### config.mk
export PLATFORM = sky130hd
export DESIGN_NAME = cops_ctrl
export DESIGN_NICKNAME = d
export VERILOG_FILES = /design/src/hw/cops_pkg.sv /design/src/hw/cops_ctrl.sv
export VERILOG_INCLUDE_DIRS = /design/src /design/src/hw
export SDC_FILE = /design/constraint.sdc
export NUM_CORES = 1
export LEC_CHECK = 0
export ABC_CLOCK_PERIOD_IN_PS = 5320
export BUFFER_PORTS_ARGS = -buffer_cell sky130_fd_sc_hd__buf_2
export CAP_MARGIN = 10
export CORE_AREA = 2 2 81 142
export CTS_CLUSTER_DIAMETER = 50
export DETAILED_ROUTE_END_ITERATION = 6
export DIE_AREA = 0 0 83 144
export PLACE_DENSITY_LB_ADDON = 0.1
export SKIP_CTS_REPAIR_TIMING = 1
export SLEW_MARGIN = 15
export SYNTH_ARGS = -nofsm -noshare
export SYNTH_HDL_FRONTEND = slang
export SYNTH_SLANG_ARGS = --single-unit
### constraint.sdc
create_clock -name sys_clk_in -period 5.32 [get_ports sys_clk_in]
set_input_delay 1.064 -clock sys_clk_in [delete_from_list [all_inputs] [get_ports sys_clk_in]]
set_output_delay 1.064 -clock sys_clk_in [all_outputs]
set_load 0.01 [all_outputs]
### src/hw/cops_map.svh
`ifndef COPS_MAP_SVH
`define COPS_MAP_SVH

// Byte offsets of the control bytes on the management port.
`define COPS_OFS_SRC_STOP_EN   8'h03
`define COPS_OFS_BUS_STOP_EN   8'h04
`define COPS_OFS_DRIVE_MODE    8'h05
`define COPS_OFS_MODE_STATUS   8'h06
`define COPS_OFS_IDENTITY      8'h07

// Writable bits and fixed read values of the two stop enable bytes and the drive mode byte.
`define COPS_WMASK_SRC_STOP    8'h9E
`define COPS_FIXED_SRC_STOP    8'h00
`define COPS_WMASK_BUS_STOP    8'h70
`define COPS_FIXED_BUS_STOP    8'h07
`define COPS_WMASK_DRIVE       8'h8F
`define COPS_FIXED_DRIVE       8'h00

// Reset values.
`define COPS_RST_SRC_STOP      8'h00
`define COPS_RST_BUS_STOP      8'h07
`define COPS_RST_DRIVE         8'h00
`define COPS_RST_MODE_HI       4'h7
`define COPS_RST_SYNC          21'h10_0000

// Field positions inside the mode and status byte.
`define COPS_BIT_TEST_MODE     6
`define COPS_BIT_REFERENCE_OUTPUT_SECOND_STRENGTH 5
`define COPS_BIT_REFERENCE_OUTPUT_FIRST_STRENGTH 4
`define COPS_BIT_BUS_RUN       3

// Field positions inside the drive mode byte.
`define COPS_BIT_SRC_STOP_TRI  7
`define COPS_BIT_SRC_PD_TRI    3

// Field positions inside the bus stop enable byte.
`define COPS_BIT_DOT_PD_TRI    6
`define COPS_BIT_FR1_STOP_EN   5
`define COPS_BIT_FR0_STOP_EN   4

// Timing: clock period and power-up latency limit.
`define COPS_CLK_PERIOD_NS     4
`define COPS_PWRUP_LIMIT_NS    1800000
`define COPS_PD_EDGES          2'd2

`endif

### src/hw/cops_pkg.sv
package cops_pkg;

   // Power sequencing states.
   typedef enum logic [1:0] {
      ST_RUN,
      ST_PARK,
      ST_OFF,
      ST_WAKE
   } cops_state_t;

   // One differential output pair with its enables.
   typedef struct packed {
      logic tru;
      logic tru_oe;
      logic cmp;
      logic cmp_oe;
   } cops_diff_t;

endpackage

### src/hw/cops_ctrl.sv
`timescale 1ns/1ns
`include "cops_map.svh"
// Overview of operation
// Byte six bit 6 enters Hi-Z test mode.
// Bits 5,4 set reference drive strength.
// Stop bit 0 stops stoppable clocks cleanly.
// Stop bit 1 restarts stopped clocks cleanly.
// Bits 2:0 read latched frequency selects.
// Pin is power-good first, then request.
// Request is synchronised before any action.
// Entry after two complement rising edges.
// Single-ended outputs park low after falling.
// Pairs park at complement falling edge.
// Mode 0 drives true high, complement floats.
// Mode 1 tri-states both lines of pair.
// Clocks parked before oscillators switch off.
// Controller raises request within 10 us.
// Stable clocks within 1.8 ms.
// Floating pairs driven high on release.
// All outputs enabled within two bus clocks.
// Stop-enable bits choose stoppable outputs.
// Stop drive mode drives or floats pairs.
// Power-down drive bits per pair group.
// Dot clock pair has own drive bit.
// Two flip-flop synchroniser on the request.
// Stop changes apply at low phase boundary.
module cops_ctrl #(
   parameter int PWRUP_LIMIT_CYC = `COPS_PWRUP_LIMIT_NS / `COPS_CLK_PERIOD_NS
) (
   input  wire logic                    sys_clk_in,
   input  wire logic                    rst_n_in,
   input  wire logic                    power_good_strobe_in,
   input  wire logic [2:0]              freq_select_in,
   input  wire logic                    pll_lock_in,
   input  wire logic [7:0]              se_raw_in,
   input  wire logic [8:0]              diff_raw_in,
   input  wire logic [7:0]              reg_addr_in,
   input  wire logic [7:0]              reg_wdata_in,
   input  wire logic                    reg_wr_in,
   input  wire logic                    reg_rd_in,
   output logic      [7:0]              reg_rdata_out,
   output logic      [7:0]              se_out,
   output logic      [7:0]              se_oe_out,
   output cops_pkg::cops_diff_t [8:0]   diff_out,
   output logic      [1:0]              ref_strength_out,
   output logic                         osc_enable_out
);
   import cops_pkg::*;

   // Arbitrary neutral identity value.
   localparam logic [7:0] IDENTITY = 8'h5A;
   localparam logic [19:0] LIMIT = 20'(PWRUP_LIMIT_CYC);

   logic [1:0]  rst_sync_r;
   logic        rst_n;
   logic [20:0] sync1_r;
   logic [20:0] sync2_r;
   logic        pin_s;
   logic [2:0]  fs_s;
   logic [7:0]  se_raw_s;
   logic [8:0]  diff_raw_s;
   logic        pd_mode_r;
   logic [2:0]  fs_r;
   logic [7:0]  src_stop_r;
   logic [7:0]  bus_stop_r;
   logic [7:0]  drive_r;
   logic [3:0]  mode_r;
   logic        cpu_clock_complement_prev_r;
   logic [1:0]  edge_cnt_r;
   cops_state_t state_r;
   cops_state_t state_nxt;
   logic [19:0] wake_cnt_r;
   logic [7:0]  se_run_r;
   logic [8:0]  parked_r;
   logic        test_mode;
   logic        sw_stop;
   logic        pd_hold;
   logic        all_parked;
   logic [7:0]  se_stop;
   logic [8:0]  diff_stop;
   logic [8:0]  diff_pd_tri;
   logic [8:0]  diff_tri;

   ////////////////////////////////////////////////////////////////////////////
   // Reset release and input synchronisers.

   // Reset enters asynchronously and is released through two flip-flops.
   always_ff @(posedge sys_clk_in or negedge rst_n_in) begin
      if (!rst_n_in) begin
         rst_sync_r <= 2'b00;
      end else begin
         rst_sync_r <= {rst_sync_r[0], 1'b1};
      end
   end
   assign rst_n = rst_sync_r[1];

   // Two flip-flops per pin; the pin resets idle high so no false power-good.
   always_ff @(posedge sys_clk_in or negedge rst_n) begin
      if (!rst_n) begin
         sync1_r <= `COPS_RST_SYNC;
         sync2_r <= `COPS_RST_SYNC;
      end else begin
         sync1_r <= {power_good_strobe_in, freq_select_in, diff_raw_in, se_raw_in};
         sync2_r <= sync1_r;
      end
   end
   assign se_raw_s   = sync2_r[7:0];
   assign diff_raw_s = sync2_r[16:8];
   assign fs_s       = sync2_r[19:17];
   assign pin_s      = sync2_r[20];

   ////////////////////////////////////////////////////////////////////////////
   // Power-good latch of the frequency selects.

   // The first low sample is power-good; afterwards the pin is the request.
   always_ff @(posedge sys_clk_in or negedge rst_n) begin
      if (!rst_n) begin
         pd_mode_r <= 1'b0;
         fs_r      <= 3'b000;
      end else if (!pd_mode_r && !pin_s) begin
         pd_mode_r <= 1'b1;
         fs_r      <= fs_s;
      end
   end

   ////////////////////////////////////////////////////////////////////////////
   // Register port.

   // Writes keep only writable bits; reserved bits hold their fixed values.
   always_ff @(posedge sys_clk_in or negedge rst_n) begin
      if (!rst_n) begin
         src_stop_r <= `COPS_RST_SRC_STOP;
         bus_stop_r <= `COPS_RST_BUS_STOP;
         drive_r    <= `COPS_RST_DRIVE;
         mode_r     <= `COPS_RST_MODE_HI;
      end else if (reg_wr_in) begin
         case (reg_addr_in)
            `COPS_OFS_SRC_STOP_EN: begin
               src_stop_r <= (reg_wdata_in & `COPS_WMASK_SRC_STOP) | `COPS_FIXED_SRC_STOP;
            end
            `COPS_OFS_BUS_STOP_EN: begin
               bus_stop_r <= (reg_wdata_in & `COPS_WMASK_BUS_STOP) | `COPS_FIXED_BUS_STOP;
            end
            `COPS_OFS_DRIVE_MODE: begin
               drive_r <= (reg_wdata_in & `COPS_WMASK_DRIVE) | `COPS_FIXED_DRIVE;
            end
            `COPS_OFS_MODE_STATUS: begin
               mode_r <= reg_wdata_in[6:3];
            end
            default: begin
            end
         endcase
      end
   end

   // Read data is registered; unmapped offsets read zero.
   always_ff @(posedge sys_clk_in or negedge rst_n) begin
      if (!rst_n) begin
         reg_rdata_out <= 8'h00;
      end else if (reg_rd_in) begin
         case (reg_addr_in)
            `COPS_OFS_SRC_STOP_EN: reg_rdata_out <= src_stop_r;
            `COPS_OFS_BUS_STOP_EN: reg_rdata_out <= bus_stop_r;
            `COPS_OFS_DRIVE_MODE:  reg_rdata_out <= drive_r;
            `COPS_OFS_MODE_STATUS: reg_rdata_out <= {1'b0, mode_r, fs_r};
            `COPS_OFS_IDENTITY:    reg_rdata_out <= IDENTITY;
            default:               reg_rdata_out <= 8'h00;
         endcase
      end
   end

   assign test_mode        = mode_r[`COPS_BIT_TEST_MODE - 3];
   assign sw_stop          = !mode_r[`COPS_BIT_BUS_RUN - 3];
   assign ref_strength_out = {mode_r[`COPS_BIT_REFERENCE_OUTPUT_SECOND_STRENGTH - 3],
                              mode_r[`COPS_BIT_REFERENCE_OUTPUT_FIRST_STRENGTH - 3]};

   ////////////////////////////////////////////////////////////////////////////
   // Power-down request qualification and sequencing.

   // Complement rises when the true CPU clock falls; count edges while requested.
   always_ff @(posedge sys_clk_in or negedge rst_n) begin
      if (!rst_n) begin
         cpu_clock_complement_prev_r <= 1'b0;
         edge_cnt_r  <= 2'd0;
      end else begin
         cpu_clock_complement_prev_r <= !diff_raw_s[5];
         if (!pin_s || !pd_mode_r) begin
            edge_cnt_r <= 2'd0;
         end else if (!diff_raw_s[5] && !cpu_clock_complement_prev_r && edge_cnt_r != `COPS_PD_EDGES) begin
            edge_cnt_r <= edge_cnt_r + 2'd1;
         end
      end
   end

   // Oscillators stop only once every output has reached its parked state.
   always_comb begin
      state_nxt = state_r;
      case (state_r)
         ST_RUN:  if (edge_cnt_r == `COPS_PD_EDGES) state_nxt = ST_PARK;
         ST_PARK: if (all_parked) state_nxt = ST_OFF;
         ST_OFF:  if (!pin_s) state_nxt = ST_WAKE;
         ST_WAKE: if (pll_lock_in || wake_cnt_r == LIMIT - 20'd1) state_nxt = ST_RUN;
         default: state_nxt = ST_RUN;
      endcase
   end

   always_ff @(posedge sys_clk_in or negedge rst_n) begin
      if (!rst_n) begin
         state_r <= ST_RUN;
      end else begin
         state_r <= state_nxt;
      end
   end

   // Wake timer bounds the wait for lock so clocks return in time.
   always_ff @(posedge sys_clk_in or negedge rst_n) begin
      if (!rst_n) begin
         wake_cnt_r <= 20'h0_0000;
      end else if (state_r == ST_WAKE) begin
         wake_cnt_r <= wake_cnt_r + 20'h0_0001;
      end else begin
         wake_cnt_r <= 20'h0_0000;
      end
   end

   assign osc_enable_out = (state_r != ST_OFF);
   assign pd_hold        = (state_r != ST_RUN);
   assign all_parked     = (&parked_r) && !(|se_run_r);

   ////////////////////////////////////////////////////////////////////////////
   // Output gating.

   // Bus clocks always stop; free-running ones only when enabled; refs never.
   assign se_stop = {2'b00, sw_stop && bus_stop_r[`COPS_BIT_FR1_STOP_EN],
                     sw_stop && bus_stop_r[`COPS_BIT_FR0_STOP_EN], {4{sw_stop}}};

   // Pairs 0-4 serial reference, 5-7 CPU, 8 dot clock.
   assign diff_stop = {4'b0000, sw_stop && src_stop_r[7], sw_stop && src_stop_r[4],
                       sw_stop && src_stop_r[3], sw_stop && src_stop_r[2],
                       sw_stop && src_stop_r[1]};
   assign diff_pd_tri = {bus_stop_r[`COPS_BIT_DOT_PD_TRI], drive_r[2:0],
                         {5{drive_r[`COPS_BIT_SRC_PD_TRI]}}};
   // While waking, floating pairs are driven high so the receiver sees a level.
   assign diff_tri = pd_hold ? (diff_pd_tri & {9{state_r != ST_WAKE}})
                             : {9'h000 | {4'h0, {5{drive_r[`COPS_BIT_SRC_STOP_TRI]}}}};

   // Single-ended gates move only while the clock is low, so pulses stay whole.
   always_ff @(posedge sys_clk_in or negedge rst_n) begin
      if (!rst_n) begin
         se_run_r <= 8'hFF;
      end else begin
         for (int i = 0; i < 8; i++) begin
            if (!se_raw_s[i]) begin
               se_run_r[i] <= !(se_stop[i] || pd_hold);
            end
         end
      end
   end

   // Pair gates move only while the complement is low, just after its fall.
   always_ff @(posedge sys_clk_in or negedge rst_n) begin
      if (!rst_n) begin
         parked_r <= 9'h000;
      end else begin
         for (int i = 0; i < 9; i++) begin
            if (diff_raw_s[i]) begin
               parked_r[i] <= diff_stop[i] || pd_hold;
            end
         end
      end
   end

   // Outputs are registered; test mode floats everything.
   always_ff @(posedge sys_clk_in or negedge rst_n) begin
      if (!rst_n) begin
         se_out    <= 8'h00;
         se_oe_out <= 8'h00;
         diff_out  <= '0;
      end else begin
         se_out    <= se_raw_s & se_run_r;
         se_oe_out <= {8{!test_mode}};
         for (int i = 0; i < 9; i++) begin
            if (test_mode) begin
               diff_out[i] <= '0;
            end else if (!parked_r[i]) begin
               diff_out[i] <= '{tru: diff_raw_s[i], tru_oe: 1'b1,
                                cmp: !diff_raw_s[i], cmp_oe: 1'b1};
            end else if (diff_tri[i]) begin
               diff_out[i] <= '0;
            end else if (pd_hold) begin
               diff_out[i] <= '{tru: 1'b1, tru_oe: 1'b1, cmp: 1'b0, cmp_oe: 1'b0};
            end else begin
               diff_out[i] <= '{tru: 1'b1, tru_oe: 1'b1, cmp: 1'b0, cmp_oe: 1'b1};
            end
         end
      end
   end

   ////////////////////////////////////////////////////////////////////////////
   // Checks.

   AST_TEST_HIZ: assert property (@(posedge sys_clk_in) disable iff (!rst_n)
      test_mode |=> (se_oe_out == 8'h00) && !diff_out[5].tru_oe && !diff_out[0].cmp_oe)
      else $error("Test mode did not float outputs.");
   AST_STRENGTH: assert property (@(posedge sys_clk_in) disable iff (!rst_n)
      (reg_wr_in && reg_addr_in == `COPS_OFS_MODE_STATUS)
      |=> ref_strength_out == $past(reg_wdata_in[5:4]))
      else $error("Reference strength did not follow write.");
   AST_STOP_BUS: assert property (@(posedge sys_clk_in) disable iff (!rst_n)
      (sw_stop && !se_raw_s[0]) |=> !se_run_r[0])
      else $error("Bus clock not stopped at low phase.");
   AST_RESTART: assert property (@(posedge sys_clk_in) disable iff (!rst_n)
      (!sw_stop && state_r == ST_RUN && !se_raw_s[0]) |=> se_run_r[0])
      else $error("Bus clock did not restart.");
   AST_NO_RUNT: assert property (@(posedge sys_clk_in) disable iff (!rst_n)
      $changed(se_run_r[1]) |-> !$past(se_raw_s[1]))
      else $error("Gate moved during high phase.");
   AST_FS_LATCH: assert property (@(posedge sys_clk_in) disable iff (!rst_n)
      $rose(pd_mode_r) |-> fs_r == $past(fs_s))
      else $error("Frequency selects not latched at power-good.");
   AST_PG_FIRST: assert property (@(posedge sys_clk_in) disable iff (!rst_n)
      !pd_mode_r |-> state_r == ST_RUN)
      else $error("Power-down before power-good.");
   AST_TWO_EDGES: assert property (@(posedge sys_clk_in) disable iff (!rst_n)
      (state_r == ST_RUN ##1 state_r == ST_PARK) |-> $past(edge_cnt_r) == 2'd2)
      else $error("Power-down entered without two edges.");
   AST_PARKED_OFF: assert property (@(posedge sys_clk_in) disable iff (!rst_n)
      (state_r == ST_OFF) |-> all_parked && se_out == 8'h00)
      else $error("Oscillator off with clocks running.");
   AST_PD_DRIVE0: assert property (@(posedge sys_clk_in) disable iff (!rst_n)
      (state_r == ST_OFF && !drive_r[1] && !test_mode) ##1 state_r == ST_OFF
      |-> diff_out[6].tru && diff_out[6].tru_oe && !diff_out[6].cmp_oe)
      else $error("Mode 0 pair not held high.");
   AST_WAKE_HIGH: assert property (@(posedge sys_clk_in) disable iff (!rst_n)
      (state_r == ST_WAKE && !test_mode) ##1 state_r == ST_WAKE |-> diff_out[0].tru_oe)
      else $error("Pair left floating after release.");
   AST_WAKE_BOUND: assert property (@(posedge sys_clk_in) disable iff (!rst_n)
      (state_r == ST_WAKE) |-> wake_cnt_r < LIMIT)
      else $error("Wake wait exceeded limit.");

endmodule

== Yosys cells after proc, flatten, opt, wreduce, memory -nomap -nowiden ==
Cells that the tools add are included.
Storage, ports and cells
  output and inout bits: 63
  input port bits: 42
  flip-flop bits (word level): 160
  logic and storage cells: 178
Cells by class
  equality and inequality tests: 17
  reduce and logical (&&, ||, !) cells: 50
  muxes and demuxes: 38
  add/sub/neg operators: 2
  bitwise operators: 2
Operators by type and width (number)
  2-to-1 mux 4 bit: 27
  case mux 8 bit (5 select lines): 1
  equality test 8 x 3 -> 1 bit (second input constant): 4
  adder 20 x 1 -> 20 bit (second input constant): 1
  equality test 20 x 19 -> 1 bit (second input constant): 1
  2-to-1 mux 20 bit: 1
  zero test 1 bit: 19
  != test 2 bit (second input constant): 7
  2-to-1 mux 2 bit: 6
  logical AND 1 bit: 11
  logical OR 1 bit: 10
  AND 9 bit: 1
  2-to-1 mux 9 bit: 1
  AND reduction 9 bit: 1
  AND 8 bit: 1
  equality test 8 x 2 -> 1 bit (second input constant): 1
  case mux 2 bit (4 select lines): 1
  AND reduction 2 bit: 4
  OR reduction 8 bit: 1
  equality test 2 bit (second input constant): 3
  AND reduction 4 bit: 1
  nonzero test 2 bit: 2
  adder 2 x 1 -> 2 bit (second input constant): 1
  equality test 2 x 1 -> 1 bit (second input constant): 1
  2 further kinds: 2

== Depth between registers and ports, before layout ==
  depth after elaboration: 6
  mapped depth: 7
  mapped depth without buffers: 7

== Worst setup path before layout ==
OpenSTA, ideal clock, no wires.
  path kind: input to register
  start: in reg_addr_in[4]
  end: reg bus_stop_r[4]
  data arrival time: 2.570 ns
  data required time: 5.195 ns
  stages on the path: 5
  setup slack: 2.625 ns
  setup time: 0.125 ns
  buffers on the path: 0
  path through: or4_1 > nor2_1 > nand3_1 > nor3_1 > mux2_2
Between the ends
  word-level cells in the longest chain between the ends: 2
RTL lines
  from (decl): RTL line cops_ctrl.sv:37  | input wire logic [7:0] reg_addr_in,
  equality test 8 x 3 -> 1 bit: RTL line cops_ctrl.sv:137  | case (reg_addr_in)
  AND reduction 2 bit (no source line)
  to (signal assigned): RTL line cops_ctrl.sv:133  | bus_stop_r <= `COPS_RST_BUS_STOP;
  to (signal assigned): RTL line cops_ctrl.sv:142  | bus_stop_r <= (reg_wdata_in & `COPS_WMASK_BUS_STOP) | `COPS_FIXED_BUS_STOP;
  to (decl): RTL line cops_ctrl.sv:65  | logic [7:0] bus_stop_r;
No other way between the ends.
A chain may end at the register's enable or synchronous reset.

== Final worst setup path ==
  start: in reg_addr_in[4]
  end: reg bus_stop_r[5]
The elaborated chain is that of the path after synthesis.

==> results.json <==
{
  "fmax_mhz": 392,
  "worst_pin_slew_ns": 0.812,
  "finClkSkew_ns": 0.0106,
  "core_area_um2": 10900,
  "setup_violations": 0,
  "leakagePower_nw": 3.24,
  "post-route-min-period_ns": 2.55,
  "drc": 0,
  "antenna_found_initial": 0,
  "netlist_area_um2": 5850,
  "synth_top_area_share_pct": 62.9,
  "grt.busiest_layer": "met2",
  "cp_num_buf_inv": 1,
  "worstHoldStart": "sync1_r[0]",
  "place_hpwl_um": 8590,
  "grt_max_degree": 63,
  "fin_setup_tns_ns": 0,
  "drive_above_1_share_pct": 32.6,
  "fin_nets": 606,
  "first_global_vias": 3908,
  "dp_slack_ns": 2.34,
  "slew-limit-headroom_pct": 45.5,
  "grtUsageMet2_pct": 37.9,
  "ir_drop_mv": 0.300,
  "hold_class": "reg2reg",
  "worstPathMaxFanout": 4,
  "final_antenna_net_count": 0,
  "critPathLaunch": "reg_addr_in[4]",
  "grtUsageMet3_pct": 5.25,
  "die_w_um": 83,
  "hold_viol_final": 0,
  "clock_path_buffers": 2,
  "antenna-diode-count": 0,
  "synthDistinctLibCells": 45,
  "clock-sinks": 160,
  "start_util_pct": 53.6,
  "status": "finished clean",
  "synth_cells": 451,
  "ys_seq_area_share_pct": 68.7,
  "grt_use_total_pct": 20.6,
  "maxSlewViolCount": 0,
  "h-tree-depth": 4,
  "setup_slack_ns": 2.77,
  "path_class": "in2reg",
  "wl_per_cell_um": 16.6,
  "slowest_delay_ns": 0.50,
  "period_share_pct": 47.9,
  "path_cells": "buf_2 -> or4_1 -> nor2_1 -> nand3_1 -> nor3_1 -> mux2_2",
  "rsz0062_at_grt": "false",
  "crit_required_ns": 5.62,
  "vias": 3702,
  "use_met1_pct": 23.1,
  "cts_made_buffers": 17,
  "synthesis.nets": 500,
  "cts_tree": "yes",
  "via_per_inst": 5.27,
  "synth-edff-count": 0,
  "die_h_um": 144,
  "area_growth_pct": 20.1,
  "yosys_warnings": 0,
  "ys_seq_elements": 160,
  "portBuffers": 104,
  "dr.first_iter.drc_count": 214,
  "critPathSlowestCell": "or4_1",
  "power.density_nw_per_um2": 467,
  "syn_avg_cell_area_um2": 13.0,
  "final_util_pct": 64.4,
  "arrival_ns": 2.85,
  "synth_largest_area_cell": "dfrtp_1",
  "grt_pass1_wl_um": 18900,
  "globalRouteOverflowTotal": 0,
  "critPathLaunchType": "input pin",
  "cts.clk_slew.worst_paths_ns": 0.06,
  "ctsRootBufferMaster": "clkbuf_16",
  "async_flop_share_pct": 100,
  "num_rows": 51,
  "synthTopCellsByArea": "dfrtp_1, dfstp_2, mux2_2",
  "drt_pass1_iterations": 4,
  "drt-total-wl_um": 11600,
  "end_kind": "flop",
  "worstHoldPathCells": 0,
  "r2r-start": "state_r[1]",
  "reg2regPathDepth": 5,
  "cp_top_family": "simple AND/OR/NAND/NOR gates",
  "ioPinCount": 105,
  "place.gp.congestion": 0.826,
  "crit_cells": 6,
  "yosys_most_used_dff": "dfrtp_1",
  "clock_latency_ns": 0.41,
  "maxCapViolations": 0,
  "die_area_um2": 12000
}
## metal layers
metal / wire (um) / up-vias / part of all wire, %
met5: 0 / - / 0
met4: 155 / 0 / 1.3
met3: 394 / 11 / 3.4
met2: 6530 / 99 / 56
met1: 4560 / 1859 / 39
li1: - / 1733 / -
## power breakdown
group | total [mW] | internal [mW] | switching [mW]
combinational | 0.576 | 0.235 | 0.342
clock | 1.17 | 0.659 | 0.509
sequential | 1.54 | 1.42 | 0.117
total | 3.28 | 2.31 | 0.968
## state kept, by name, indices dropped and copies added (netlist names), 8 cells and up
name,flops
se_run_r,8
diff_out,36
sync2_r,21
reg_rdata_out,8
parked_r,9
sync1_r,21
wake_cnt_r,20
se_out,8
## metrics by stage
| stage | power (mW) | cells | hold slack [ns] | cell area (um^2) |
|---|---|---|---|---|
| 2_1_floorplan | 1.89 | 451 | 0.331 | 5850 |
| 3_3_place_gp | 2.13 | 670 | 0.332 | 6450 |
| 3_5_place_dp | 2.15 | 670 | 0.335 | 6450 |
| 4_1_cts | 3.31 | 702 | 0.345 | 7030 |
| 5_1_grt | 3.45 | 702 | 0.351 | 7030 |
| 6_report | 3.28 | 702 | 0.346 | 7030 |
## area by class of cell
cell class                 instances  area [um^2]
clock buffer                      17          425
inverter                          27          101
multi-input combinational        244         1620
timing repair buffer             107          543
sequential                       160         4020
clock inverter                    15          148
fill                             860         3880
tap                              132          165
## synth_stat cells, types with 2 or more instances
master and number:
a21oi_1 16, a221o_1 2, a31oi_1 11, and2_1 7
and3_1 4, buf_4 9, clkbuf_1 10, dfrtp_1 147
dfstp_2 13, ha_1 7, inv_1 26, mux2_2 27
mux2i_1 2, nand2_1 17, nand2b_1 9, nand3_1 7
nand4_1 7, nor2_1 39, nor2b_1 3, nor3_1 17
nor3_2 2, o21a_1 4, o21ai_0 11, o21bai_1 6
o22ai_1 6, o31ai_1 2, or3_1 3, or4_1 6
xnor2_1 8, xor2_1 8
## cell usage in the layout, fill, tap and decap left out, types with 2 or more instances in the layout
cell and n:
nor3_2 2, clkinvlp_4 2, clkbuf_16 17, nor3_1 17, inv_6 6, nand3_1 7, and3_1 4, a31oi_1 11
clkinv_4 2, inv_8 2, or3_1 3, mux2_2 27, o21a_1 4, buf_4 3, nor2_1 39, mux2i_1 2
dfrtp_1 146, o21ai_0 11, o22ai_1 6, a21oi_1 16, clkinv_2 2, a221o_1 2, xor2_1 8, dfstp_2 13
o21bai_1 6, inv_1 26, o31ai_1 2, or4_1 6, nor2b_1 3, nand2b_1 9, nand4_1 7, buf_2 104
xnor2_1 8, ha_1 7, and2_1 7, nand2_1 17
## path summary, 6_finish.rpt
path / endpoint / slack (ns)
max: bus_stop_r[5] / 2.77
min: sync2_r[0] / 0.35
max reg2reg: diff_out[11] / 2.87
min reg2reg: sync2_r[0] / 0.35
max in group asynchronous: wake_cnt_r[11] / 3.77
min in group asynchronous: diff_out[27] / 0.41
## kinds of logic (layout without fill, tap and decap cells)
logic type	count (synthesis)	count (layout)	share of synthesized area, %
flip-flops	160	160	68.7
adder cells (fa/ha/maj)	7	7	1.50
XOR/XNOR	16	16	2.40
other	1	1	0.0641
buffers and inverters	47	166	3.59
AO/OA/AOI/OAI	64	64	6.99
multiplexers	30	30	5.80
AND/OR/NAND/NOR	126	126	10.9
(Power assumes the default switching activity.)
